==> config.mk <==
export PLATFORM = sky130hd
export DESIGN_NAME = psr_regfile
export DESIGN_NICKNAME = d
export VERILOG_FILES = /design/src/psr_pkg.sv /design/src/psr_alu_if.sv /design/src/psr_lane_alu.sv /design/src/psr_regfile.sv
export SDC_FILE = /design/constraint.sdc
export NUM_CORES = 2
export LEC_CHECK = 0
export BUFFER_PORTS_ARGS = -buffer_cell sky130_fd_sc_hd__buf_4
export CAP_MARGIN = 10
export CELL_PAD_IN_SITES_DETAIL_PLACEMENT = 1
export CELL_PAD_IN_SITES_GLOBAL_PLACEMENT = 1
export CORE_MARGIN = 3
export CORE_UTILIZATION = 25
export CTS_CLUSTER_SIZE = 20
export DETAILED_ROUTE_END_ITERATION = 8
export GPL_ROUTABILITY_DRIVEN = 0
export PLACE_DENSITY_LB_ADDON = 0.1
export SLEW_MARGIN = 20
export SYNTH_ARGS = -nofsm -noshare
export SYNTH_HDL_FRONTEND = slang
export SYNTH_SLANG_ARGS = --single-unit
==> constraint.sdc <==
create_clock -name clk -period 8.95 [get_ports clk]
set_input_delay 0.895 -clock clk [delete_from_list [all_inputs] [get_ports clk]]
set_output_delay 0.895 -clock clk [all_outputs]
set_load 0.05 [all_outputs]
==> src/psr_pkg.sv <==
// package: shared constants and types of the packed register file
`default_nettype none
package psr_pkg;
    localparam int NUM_REGS = 8;
    localparam int REG_W = 64;
    localparam int IDX_W = 3;
    localparam int HALF_W = 32;
    localparam logic [63:0] REG_RESET = 64'h0000_0000_0000_0000;
    localparam logic [7:0] SB_MAX = 8'h7f;
    localparam logic [7:0] SB_MIN = 8'h80;
    localparam logic [15:0] SW_MAX = 16'h7fff;
    localparam logic [15:0] SW_MIN = 16'h8000;
    localparam logic [31:0] SD_MAX = 32'h7fff_ffff;
    localparam logic [31:0] SD_MIN = 32'h8000_0000;

    // lane width selection
    typedef enum logic [1:0] {
        PSR_LANE_B = 2'h0,
        PSR_LANE_W = 2'h1,
        PSR_LANE_D = 2'h2,
        PSR_LANE_Q = 2'h3
    } psr_lane_t;

    // operation codes of the lane datapath
    typedef enum logic [3:0] {
        PSR_OP_ADD = 4'h0,
        PSR_OP_SUB = 4'h1,
        PSR_OP_ADDS = 4'h2,
        PSR_OP_SUBS = 4'h3,
        PSR_OP_ADDUS = 4'h4,
        PSR_OP_SUBUS = 4'h5,
        PSR_OP_AND = 4'h6,
        PSR_OP_ANDN = 4'h7,
        PSR_OP_OR = 4'h8,
        PSR_OP_XOR = 4'h9,
        PSR_OP_CMPEQ = 4'ha,
        PSR_OP_CMPGT = 4'hb
    } psr_op_t;
endpackage : psr_pkg
`default_nettype wire

==> src/psr_alu_if.sv <==
// interface: operands and result between register file and lane datapath
`default_nettype none
interface psr_alu_if;
    logic [63:0] src_a;
    logic [63:0] src_b;
    psr_pkg::psr_op_t op;
    psr_pkg::psr_lane_t lane;
    logic [63:0] result;
    modport rf (output src_a, output src_b, output op, output lane,
        input result);
    modport alu (input src_a, input src_b, input op, input lane,
        output result);
endinterface : psr_alu_if
`default_nettype wire

==> src/psr_lane_alu.sv <==
// lane datapath: byte, word and doubleword lanes computed in parallel
`default_nettype none
module psr_lane_alu
(
    psr_alu_if.alu bus
);
    // ***************************************************************
    // per-lane slices; byte, word and doubleword widths each have their own generate loop
    // ***************************************************************
    logic [63:0] res_b;
    logic [63:0] res_w;
    logic [63:0] res_d;
    logic [63:0] res_q;

    // one function computes one lane of any width up to 32 bits
    function automatic logic [31:0] lane_op(input logic [31:0] a,
        input logic [31:0] b, input int w, input psr_pkg::psr_op_t op);
        logic [32:0] sum;
        logic [32:0] dif;
        logic [31:0] mask;
        logic [31:0] smax;
        logic [31:0] r;
        logic sa;
        logic sb;
        logic ss;
        logic sd;
        mask = 32'hffff_ffff >> (32 - w);
        smax = mask >> 1;
        sum = {1'b0, a & mask} + {1'b0, b & mask};
        dif = {1'b0, a & mask} - {1'b0, b & mask};
        sa = a[w-1];
        sb = b[w-1];
        ss = sum[w-1];
        sd = dif[w-1];
        r = 32'h0000_0000;
        unique case (op)
            psr_pkg::PSR_OP_ADD: r = sum[31:0];
            psr_pkg::PSR_OP_SUB: r = dif[31:0];
            psr_pkg::PSR_OP_ADDS:
                if (sa == sb && ss != sa)
                    r = sa ? ~smax : smax;
                else
                    r = sum[31:0];
            psr_pkg::PSR_OP_SUBS:
                if (sa != sb && sd != sa)
                    r = sa ? ~smax : smax;
                else
                    r = dif[31:0];
            psr_pkg::PSR_OP_ADDUS: r = sum[w] ? mask : sum[31:0];
            psr_pkg::PSR_OP_SUBUS: r = dif[w] ? 32'h0000_0000 : dif[31:0];
            psr_pkg::PSR_OP_AND: r = a & b;
            psr_pkg::PSR_OP_ANDN: r = ~a & b;
            psr_pkg::PSR_OP_OR: r = a | b;
            psr_pkg::PSR_OP_XOR: r = a ^ b;
            psr_pkg::PSR_OP_CMPEQ:
                r = ((a & mask) == (b & mask)) ? mask : 32'h0000_0000;
            psr_pkg::PSR_OP_CMPGT:
                r = ((sa != sb) ? sb : (dif[w-1] == 1'b0 && dif[31:0] != 0))
                    ? mask : 32'h0000_0000;
            default: r = 32'h0000_0000;
        endcase
        return r & mask;
    endfunction : lane_op

    // each lane sees only its own bits, so no carry crosses lanes
    genvar g;
    generate
        for (g = 0; g < 8; g++)
        begin : g_byte
            assign res_b[g*8 +: 8] = 8'(lane_op({24'h00_0000,
                bus.src_a[g*8 +: 8]}, {24'h00_0000, bus.src_b[g*8 +: 8]},
                8, bus.op));
        end
        for (g = 0; g < 4; g++)
        begin : g_word
            assign res_w[g*16 +: 16] = 16'(lane_op({16'h0000,
                bus.src_a[g*16 +: 16]}, {16'h0000, bus.src_b[g*16 +: 16]},
                16, bus.op));
        end
        for (g = 0; g < 2; g++)
        begin : g_dword
            assign res_d[g*32 +: 32] = lane_op(bus.src_a[g*32 +: 32],
                bus.src_b[g*32 +: 32], 32, bus.op);
        end
    endgenerate

    // quadword view: logical operations on the whole container, a 64-bit add for every other op
    always_comb
    begin
        unique case (bus.op)
            psr_pkg::PSR_OP_AND: res_q = bus.src_a & bus.src_b;
            psr_pkg::PSR_OP_ANDN: res_q = ~bus.src_a & bus.src_b;
            psr_pkg::PSR_OP_OR: res_q = bus.src_a | bus.src_b;
            psr_pkg::PSR_OP_XOR: res_q = bus.src_a ^ bus.src_b;
            default: res_q = bus.src_a + bus.src_b;
        endcase
    end

    // lane width chosen by the lane select
    always_comb
    begin
        unique case (bus.lane)
            psr_pkg::PSR_LANE_B: bus.result = res_b;
            psr_pkg::PSR_LANE_W: bus.result = res_w;
            psr_pkg::PSR_LANE_D: bus.result = res_d;
            psr_pkg::PSR_LANE_Q: bus.result = res_q;
        endcase
    end
endmodule : psr_lane_alu
`default_nettype wire

==> src/psr_regfile.sv <==
// packed register file with shared floating-point view and lane datapath
// Notes on behaviour
// - eight 64-bit packed registers, selected directly by index
// - register contents never leave as a memory address
// - packed and fp stack views share one storage array
// - a value reads as byte, word, doubleword or quadword lanes
// - full width moves carry the whole 64-bit container unchanged
// - all lanes compute in parallel and independently
// - signed and unsigned lane interpretations are both supported
// - signed saturating byte add combines eight byte pairs into dest
// - stores put the least significant lane at the lowest address
// - register bit layout equals the memory layout of the quantity
// - full width mode for 64-bit moves and all arithmetic
// - half width mode for 32-bit memory and integer moves
// - no new mode or system-visible state is added
// - memory operands addressed by the core, not by this block
// - the instruction set has 57 instructions in seven groups
// - saturating byte, word and doubleword lanes clamp to the type maximum or minimum
// - wraparound lanes keep low bits and drop the carry
// - overflow raises no exception and sets no flag
`default_nettype none
module psr_regfile
#(
    parameter int NREG = psr_pkg::NUM_REGS
)
(
    // clock and reset
    input wire logic clk,
    input wire logic rst,
    // packed operation issue
    input wire logic op_valid,
    input wire psr_pkg::psr_op_t op_code,
    input wire psr_pkg::psr_lane_t op_lane,
    input wire logic [2:0] op_dst,
    input wire logic [2:0] op_src,
    input wire logic op_src_mem,
    input wire logic [63:0] op_mem_data,
    // move into a packed register
    input wire logic mv_valid,
    input wire logic mv_half,
    input wire logic [2:0] mv_dst,
    input wire logic [63:0] mv_data,
    // fp stack view write
    input wire logic fp_wr,
    input wire logic [2:0] fp_idx,
    input wire logic [63:0] fp_wdata,
    // read ports
    input wire logic [2:0] rd_idx,
    input wire logic rd_half,
    output logic [63:0] rd_data,
    output logic [7:0] rd_bytes [8],
    input wire logic [2:0] fp_rd_idx,
    output logic [63:0] fp_rd_data
);
    // ***************************************************************
    // storage
    // ***************************************************************
    logic [63:0] store_reg [NREG];
    psr_alu_if alu_bus ();

    // datapath operands: the source may come from memory
    assign alu_bus.src_a = store_reg[op_dst];
    assign alu_bus.src_b = op_src_mem ? op_mem_data
        : store_reg[op_src];
    assign alu_bus.op = op_code;
    assign alu_bus.lane = op_lane;

    psr_lane_alu u_alu
    (
        .bus(alu_bus)
    );

    // ***************************************************************
    // write ports: operation first, then move, then fp view
    // ***************************************************************
    genvar g;
    generate
        for (g = 0; g < NREG; g++)
        begin : g_reg
            always_ff @(posedge clk)
            begin
                if (rst)
                    store_reg[g] <= psr_pkg::REG_RESET;
                else if (op_valid && op_dst == 3'(g))
                    store_reg[g] <= alu_bus.result;
                else if (mv_valid && mv_dst == 3'(g))
                    store_reg[g] <= mv_half ?
                        {32'h0000_0000, mv_data[31:0]} : mv_data;
                else if (fp_wr && fp_idx == 3'(g))
                    store_reg[g] <= fp_wdata;
            end
        end
    endgenerate

    // ***************************************************************
    // read ports; byte 0 is the lowest memory address
    // ***************************************************************
    always_ff @(posedge clk)
    begin
        if (rst)
            rd_data <= psr_pkg::REG_RESET;
        else
            rd_data <= rd_half ? {32'h0000_0000, store_reg[rd_idx][31:0]}
                : store_reg[rd_idx];
    end

    always_ff @(posedge clk)
    begin
        if (rst)
            fp_rd_data <= psr_pkg::REG_RESET;
        else
            fp_rd_data <= store_reg[fp_rd_idx];
    end

    generate
        for (g = 0; g < 8; g++)
        begin : g_bytes
            always_ff @(posedge clk)
            begin
                if (rst)
                    rd_bytes[g] <= 8'h00;
                else
                    rd_bytes[g] <= store_reg[rd_idx][g*8 +: 8];
            end
        end
    endgenerate

    // ***************************************************************
    // checks
    // ***************************************************************
    a_sat_byte_hi: assert property (@(posedge clk) disable iff (rst)
        op_valid && op_code == psr_pkg::PSR_OP_ADDS &&
        op_lane == psr_pkg::PSR_LANE_B && !alu_bus.src_a[7] &&
        !alu_bus.src_b[7] && (9'(alu_bus.src_a[7:0]) +
        9'(alu_bus.src_b[7:0])) > 9'h07f
        |=> store_reg[$past(op_dst)][7:0] == psr_pkg::SB_MAX)
        else $error("signed byte add did not clamp high");
    a_sat_byte_lo: assert property (@(posedge clk) disable iff (rst)
        op_valid && op_code == psr_pkg::PSR_OP_ADDS &&
        op_lane == psr_pkg::PSR_LANE_B && alu_bus.src_a[63] &&
        alu_bus.src_b[63] && !alu_bus.result[63]
        |-> 1'b0)
        else $error("signed byte add wrapped negative lane");
    a_wrap_byte: assert property (@(posedge clk) disable iff (rst)
        op_valid && op_code == psr_pkg::PSR_OP_ADD &&
        op_lane == psr_pkg::PSR_LANE_B
        |-> alu_bus.result[15:8] ==
            8'(alu_bus.src_a[15:8] + alu_bus.src_b[15:8]))
        else $error("byte lane carry leaked");
    a_move_whole: assert property (@(posedge clk) disable iff (rst)
        mv_valid && !mv_half && !op_valid
        |=> store_reg[$past(mv_dst)] == $past(mv_data))
        else $error("quadword move altered");
    a_move_half: assert property (@(posedge clk) disable iff (rst)
        mv_valid && mv_half && !op_valid
        |=> store_reg[$past(mv_dst)][63:32] == 32'h0000_0000)
        else $error("half move did not clear upper half");
    a_fp_alias: assert property (@(posedge clk) disable iff (rst)
        fp_wr && !op_valid && !mv_valid
        |=> store_reg[$past(fp_idx)] == $past(fp_wdata))
        else $error("fp view write not seen in packed view");
    a_read_layout: assert property (@(posedge clk) disable iff (rst)
        1'b1 |-> rd_bytes[0] == $past(store_reg[rd_idx][7:0]))
        else $error("lowest byte not in lane zero");
    a_lane_word: assert property (@(posedge clk) disable iff (rst)
        op_valid && op_code == psr_pkg::PSR_OP_XOR &&
        op_lane == psr_pkg::PSR_LANE_W
        |-> alu_bus.result == (alu_bus.src_a ^ alu_bus.src_b))
        else $error("word xor lanes wrong");

    // lane arithmetic: wraparound, unsigned and signed clamping
    a_wrap_sub: assert property (@(posedge clk) disable iff (rst)
        op_valid && op_code == psr_pkg::PSR_OP_SUB &&
        op_lane == psr_pkg::PSR_LANE_B
        |-> alu_bus.result[7:0] ==
            8'(alu_bus.src_a[7:0] - alu_bus.src_b[7:0]))
        else $error("byte subtract did not wrap");
    a_usat_byte: assert property (@(posedge clk) disable iff (rst)
        op_valid && op_code == psr_pkg::PSR_OP_ADDUS &&
        op_lane == psr_pkg::PSR_LANE_B && (9'(alu_bus.src_a[7:0]) +
        9'(alu_bus.src_b[7:0])) > 9'h0ff
        |-> alu_bus.result[7:0] == 8'hff)
        else $error("unsigned byte add did not clamp");
    a_sat_word_lo: assert property (@(posedge clk) disable iff (rst)
        op_valid && op_code == psr_pkg::PSR_OP_ADDS &&
        op_lane == psr_pkg::PSR_LANE_W && alu_bus.src_a[15] &&
        alu_bus.src_b[15] && (17'(alu_bus.src_a[15:0]) +
        17'(alu_bus.src_b[15:0])) < 17'h1_8000
        |-> alu_bus.result[15:0] == psr_pkg::SW_MIN)
        else $error("signed word add did not clamp low");
    a_sat_dword_hi: assert property (@(posedge clk) disable iff (rst)
        op_valid && op_code == psr_pkg::PSR_OP_ADDS &&
        op_lane == psr_pkg::PSR_LANE_D && !alu_bus.src_a[31] &&
        !alu_bus.src_b[31] && (33'(alu_bus.src_a[31:0]) +
        33'(alu_bus.src_b[31:0])) > 33'h0_7fff_ffff
        |-> alu_bus.result[31:0] == psr_pkg::SD_MAX)
        else $error("signed doubleword add did not clamp high");

    // carries stay inside their own lane
    a_word_carry: assert property (@(posedge clk) disable iff (rst)
        op_valid && op_code == psr_pkg::PSR_OP_ADD &&
        op_lane == psr_pkg::PSR_LANE_W
        |-> alu_bus.result[31:16] ==
            16'(alu_bus.src_a[31:16] + alu_bus.src_b[31:16]))
        else $error("word lane carry leaked");
    a_dword_carry: assert property (@(posedge clk) disable iff (rst)
        op_valid && op_code == psr_pkg::PSR_OP_ADD &&
        op_lane == psr_pkg::PSR_LANE_D
        |-> alu_bus.result[63:32] ==
            32'(alu_bus.src_a[63:32] + alu_bus.src_b[63:32]))
        else $error("doubleword lane carry leaked");

    // write and read paths
    a_op_write: assert property (@(posedge clk) disable iff (rst)
        op_valid
        |=> store_reg[$past(op_dst)] == $past(alu_bus.result))
        else $error("operation result not written whole");
    a_read_full: assert property (@(posedge clk) disable iff (rst)
        !$past(rd_half)
        |-> rd_data == $past(store_reg[rd_idx]))
        else $error("full read differs from storage");
    a_read_half: assert property (@(posedge clk) disable iff (rst)
        $past(rd_half)
        |-> rd_data[63:32] == 32'h0000_0000)
        else $error("half read upper half not clear");
    a_fp_read: assert property (@(posedge clk) disable iff (rst)
        1'b1 |-> fp_rd_data == $past(store_reg[fp_rd_idx]))
        else $error("fp view read differs from storage");
endmodule : psr_regfile
`default_nettype wire

* Word-level counts from Yosys, hierarchy flattened
Memory sizes are Yosys's and may differ from the RTL's. A register that Yosys moved wholly into a read port is not among the register bits.
Index checks and enable logic that the tools add are counted.
** Operators by class
- $add $sub $neg :: 29
- Eq/ne operators :: 93
- Multiplexer cells :: 252
- Bitwise operators :: 113
- Reduce and logical (&&, ||, !) cells :: 86
** Operators by type and width (count)
- 2-to-1 mux 64 bit :: 26
- one-hot mux 16 bit (12 select lines) :: 4
- one-hot mux 32 bit (12 select lines) :: 2
- one-hot mux 8 bit (12 select lines) :: 8
- one-hot mux 64 bit (4 select lines) :: 2
- 2-to-1 mux 16 bit :: 28
- 2-to-1 mux 32 bit :: 14
- 2-to-1 mux 8 bit :: 56
- nonzero test 32 bit :: 14
- bitwise AND 16 bit :: 8
- bitwise AND 32 bit :: 4
- bitwise AND 64 bit :: 2
- bitwise AND 8 bit :: 16
- 2-to-1 mux 1 bit :: 112
- adder 8 x 8 -> 9 bit :: 8
- subtractor 8 x 8 -> 9 bit :: 8
- adder 16 x 16 -> 17 bit :: 4
- subtractor 16 x 16 -> 17 bit :: 4
- adder 32 x 32 -> 33 bit :: 2
- logical AND 1 bit :: 66
- subtractor 32 x 32 -> 33 bit :: 2
- adder 64 bit :: 1
- == test 16 bit :: 4
- == test 32 bit :: 2
- other kinds (30) :: 176
** Storage, ports and cells
- Register bits after elaboration :: 128
- RAM bits :: 512
- Input bits :: 224
- Output and inout bits :: 192
- Logic and storage cells :: 584
- Memories kept :: 1
** Memory list
- store_reg :: depth 8, width 64, read ports 4, clocked after Yosys merged registers in 1, wr ports 8, RTL line psr_regfile.sv:58 : logic [63:0] store_reg [NREG];

* Logic depth before layout (Yosys ltp)
An unclocked memory read counts as a cell.
- Depth after elaboration :: 12
- Depth in mapped cells :: 33
- Depth with buffers taken out :: 25

* Modules after synthesis
Synthesis repeated with hierarchy kept, for this count alone.
** Second synthesis, totals
- Cell total of the unflattened synthesis :: 7338
- Area total of the unflattened synthesis :: 67823.8 µm²
** By module, submodules not included
- psr_regfile :: instances 1, cells an instance 3602, area an instance 44513.9 µm², sequential area each 18577.8 µm²
- psr_lane_alu :: instances 1, cells an instance 3736, area an instance 23309.9 µm², sequential area each 0.0 µm²

* Worst setup path after synthesis
No wires, ideal clock.
- Path type :: input to register
- Start point :: in op_src[1]
- End point :: mem store_reg[4][26] (data pin)
- Setup time :: 0.254 ns
- Data arrival time :: 7.657 ns
- Data required time :: 8.696 ns
- Setup slack :: 1.040 ns
- Stages :: 30
- Buffers on the path :: 7
- Path through :: buf_6 > buf_2 > buf_2 > clkbuf_1 > clkbuf_1 > mux4_2 > mux2i_1 > nor2_1 > a21oi_1 > ha_1 > nor4_1 > or2_2 > a21oi_1 > nor2_1 > nor2_1 > fa_1 > buf_2 > inv_1 > or4_1 > nor3_1 > nand2_1 > or4b_1 > nor4_1 > nand4_1 > o31a_1 > buf_2 > or3_1 > a31oi_4 > a21oi_1 > a21o_1
** RTL lines
- start, declared :: RTL line psr_regfile.sv:35 : input wire logic [2:0] op_src,
- end, declared :: RTL line psr_regfile.sv:58

==> metrics.csv <==
stage,metric,value,unit
grt,initial antenna violation count,44,
status,status,completed,
floorplanning,initial core utilization,25.2,%
clocking,Bufs on Longest Clock Path,3,
timing,period utilization,92.5,%
route,wire per inst,40.1,microns
synthesis,largest cells by area after synthesis,"edfxtp_1 23%, mux4_2 17%, o21ai_0 4.9%",
clocking,root buf cell,clkbuf_16,
setup_path,reg2reg setup slack,800,ps
clocking,"Reg clk slew, reported paths",70,ps
grt,total grt overflow,0,
setup_path,Critical Path AT,8740,ps
grt,vias in the first global route,71800,
grt,first-pass GRT wire length,619000,microns
place,hpwl dp,333000,microns
synthesis,#FFs+latches synth,672,
timing,"Hold Vio Cnt, Final",0,
clocking,post-CTS setup buffers,0,
route,Vias,71900,
route,final wirelength,457000,microns
synthesis,Post-synth top cells,"688 x nand2_1, 664 x o21ai_0, 512 x edfxtp_1",
timing,smallest hold slack,516,ps
setup_path,reg-to-reg endpoint,store_reg[4][23],
setup_path,Worst Reg-to-Reg Cells,25,
synthesis,dominant cell type by area after synthesis,edfxtp_1,
route,DRC,0,
power_and_ir_drop,Max IR drop VDD,0.000127,V
floorplanning,overall die width,528,microns
grt,total track usage,31.6,%
power_and_ir_drop,Pwr Density,186,nW/um^2
job,maxcap violations,0,
timing,post-layout minimum cycle time,8280,ps
setup_path,Setup CP Type,in2reg,
setup_path,crit start category,input port,
setup_path,Crit path required time,9410,ps
setup_path,CP Max Fanout,18,
synthesis,unique cell type count in the Yosys netlist,130,
timing,Clock Skew,44.1,ps
route,Final ANT Viol Nets,0,
final_layout,final net count,8219,
worst_hold_path,HP Class,in2reg,
route,DR pass1 iterations,8,
place,I/O Buffers,415,
timing,Slew headroom,16.5,%
final_layout,FILL cells,30900,
final_layout,fin util,30.1,%
synthesis,"Avg Cell Area, Syn",9.29,sq um
worst_hold_path,worst hold path depth,3,
timing,Final TNS setup,0,ps
synthesis,post-synth top area share,22.6,%
synthesis,"Seq/Total Area, Yosys",27.3,%
synthesis,async set-or-reset flop fraction in the synthesized netlist,0,%
synthesis,"count leader, synth",nand2_1,
timing,fmax,121,MHz
synthesis,mapped cell area,68200,sq um
timing,Worst-Margin Slew,1250,ps
timing,final setup vio count,0,
final_layout,max reg flops,512,
floorplanning,# IOs,416,
clocking,H-tree levels,3,
route,Via density,6.30,
final_layout,Area Overhead vs Synth,19.6,%
setup_path,critical path capture point type,register,
synthesis,yosys warns,0,
grt,largest net degree at the start of global routing,69,
setup_path,Worst R2R Start,store_reg[6][1],
clocking,cells resized by post-CTS repair,0,
clocking,total clock sinks,672,
floorplanning,num rows,191,
floorplanning,die area,279000,sq um
clocking,cts hold-fix bufs,0,
synthesis,Main synth FF type,edfxtp_1,
synthesis,Mapped Cells,7336,
power_and_ir_drop,Pleak,30.1,nW
clocking,CTS tree,done,
timing,fin. max-slew vios,0,
setup_path,CP endpoint,store_reg[4][23],
timing,RSZ-0062 raised after global routing,no,
synthesis,"EDFF count, synth",512,
floorplanning,Placeable Area,271000,sq um
synthesis,synthesized net count,7808,
clocking,Num CTS Buffers,89,
route,DR iter-0 viols,9116,
setup_path,Crit. Startpoint,op_src[0],
floorplanning,die height,528,microns
clocking,clk_lat worst skew,740,ps
final_layout,share of cells above drive strength 1,24.6,%
-- stage by stage --
stage                     cell area [sq um]  power (W)  setup WS, ps  cells
after floorplan                       68200    0.00793          1040   7336
after detailed placement              78500     0.0113           144  11200
final                                 81500     0.0152           670  11400
after global routing                  81500     0.0157           175  11400
after global placement                78500     0.0113           105  11200
after CTS                             81500     0.0150           894  11400
-- cell type report --
cell class	count	area [sq um]	share of cell area, %
clock buffers	129	2630	3.23
well taps	3570	4470	5.48
flip-flops and latches	672	18600	22.8
clock inverters	36	325	0.399
diodes	21	52.6	0.0645
multi-input cells	5681	46000	56.4
repair buffers	1062	8570	10.5
inverters	241	907	1.11
-- logic make-up after synthesis --
family	synth area share [%]
flops	27.3
simple gates	13.3
mux	20.4
xor+xnor	3.52
buf+inv	5.83
compound gates	24.8
fa+ha+maj	4.88
-- critical path, stage by stage --
cell	delay, ps
buf_8	270
buf_4	440
mux4_2	550
mux2i_1	180
buf_4	190
nor2_1	70
a21oi_1	360
ha_1	320
buf_4	150
nor4_1	290
o21a_1	370
o2111ai_1	360
and2_1	320
o21ai_0	190
buf_4	170
a21oi_1	90
fa_1	590
a21oi_1	260
nor4_1	390
nor2_1	250
o21a_1	170
a2111oi_0	370
a21oi_1	140
o31ai_2	670
buf_4	250
o21ai_0	80
a22o_1	220
-- how the worst min path moves through the flow --
stage | from | end | slack [ps]
final | fp_wdata[45] | store_reg[1][45] | 520
after detailed placement | store_reg[3][14] | fp_rd_data[14] | 770
after global routing | fp_wdata[15] | store_reg[4][15] | 500
after CTS | fp_wdata[45] | store_reg[1][45] | 470
after global placement | store_reg[2][13] | fp_rd_data[13] | 760
after floorplan | store_reg[2][0] | fp_rd_data[0] | 720
-- cells in the final DEF (no fill, tap or decap), drive strengths merged, types with 239 or more instances in the layout --
master | netlist | layout
nand2 | 689 | 689
inv | 230 | 242
buf | 227 | 1062
mux2i | 239 | 239
mux4 | 504 | 504
edfxtp | 512 | 512
a22oi | 268 | 268
nor2 | 442 | 442
a21oi | 461 | 461
o21ai | 706 | 706
-- power breakdown --
group	switching (W)	internal (W)
Sequential	0.000191	0.00362
Combinational	0.00505	0.00262
Clock	0.00156	0.00214
-- per-layer routing --
layer | GRT usage [%] | part of all wire [%] | vias up
met5 | 0 | 0.030 | -
met4 | 15.6 | 5.8 | 22
met3 | 5.66 | 8.0 | 838
met2 | 48.2 | 43 | 3863
met1 | 42.8 | 43 | 37800
li1 | - | - | 29300
(Power assumes the default switching activity.)
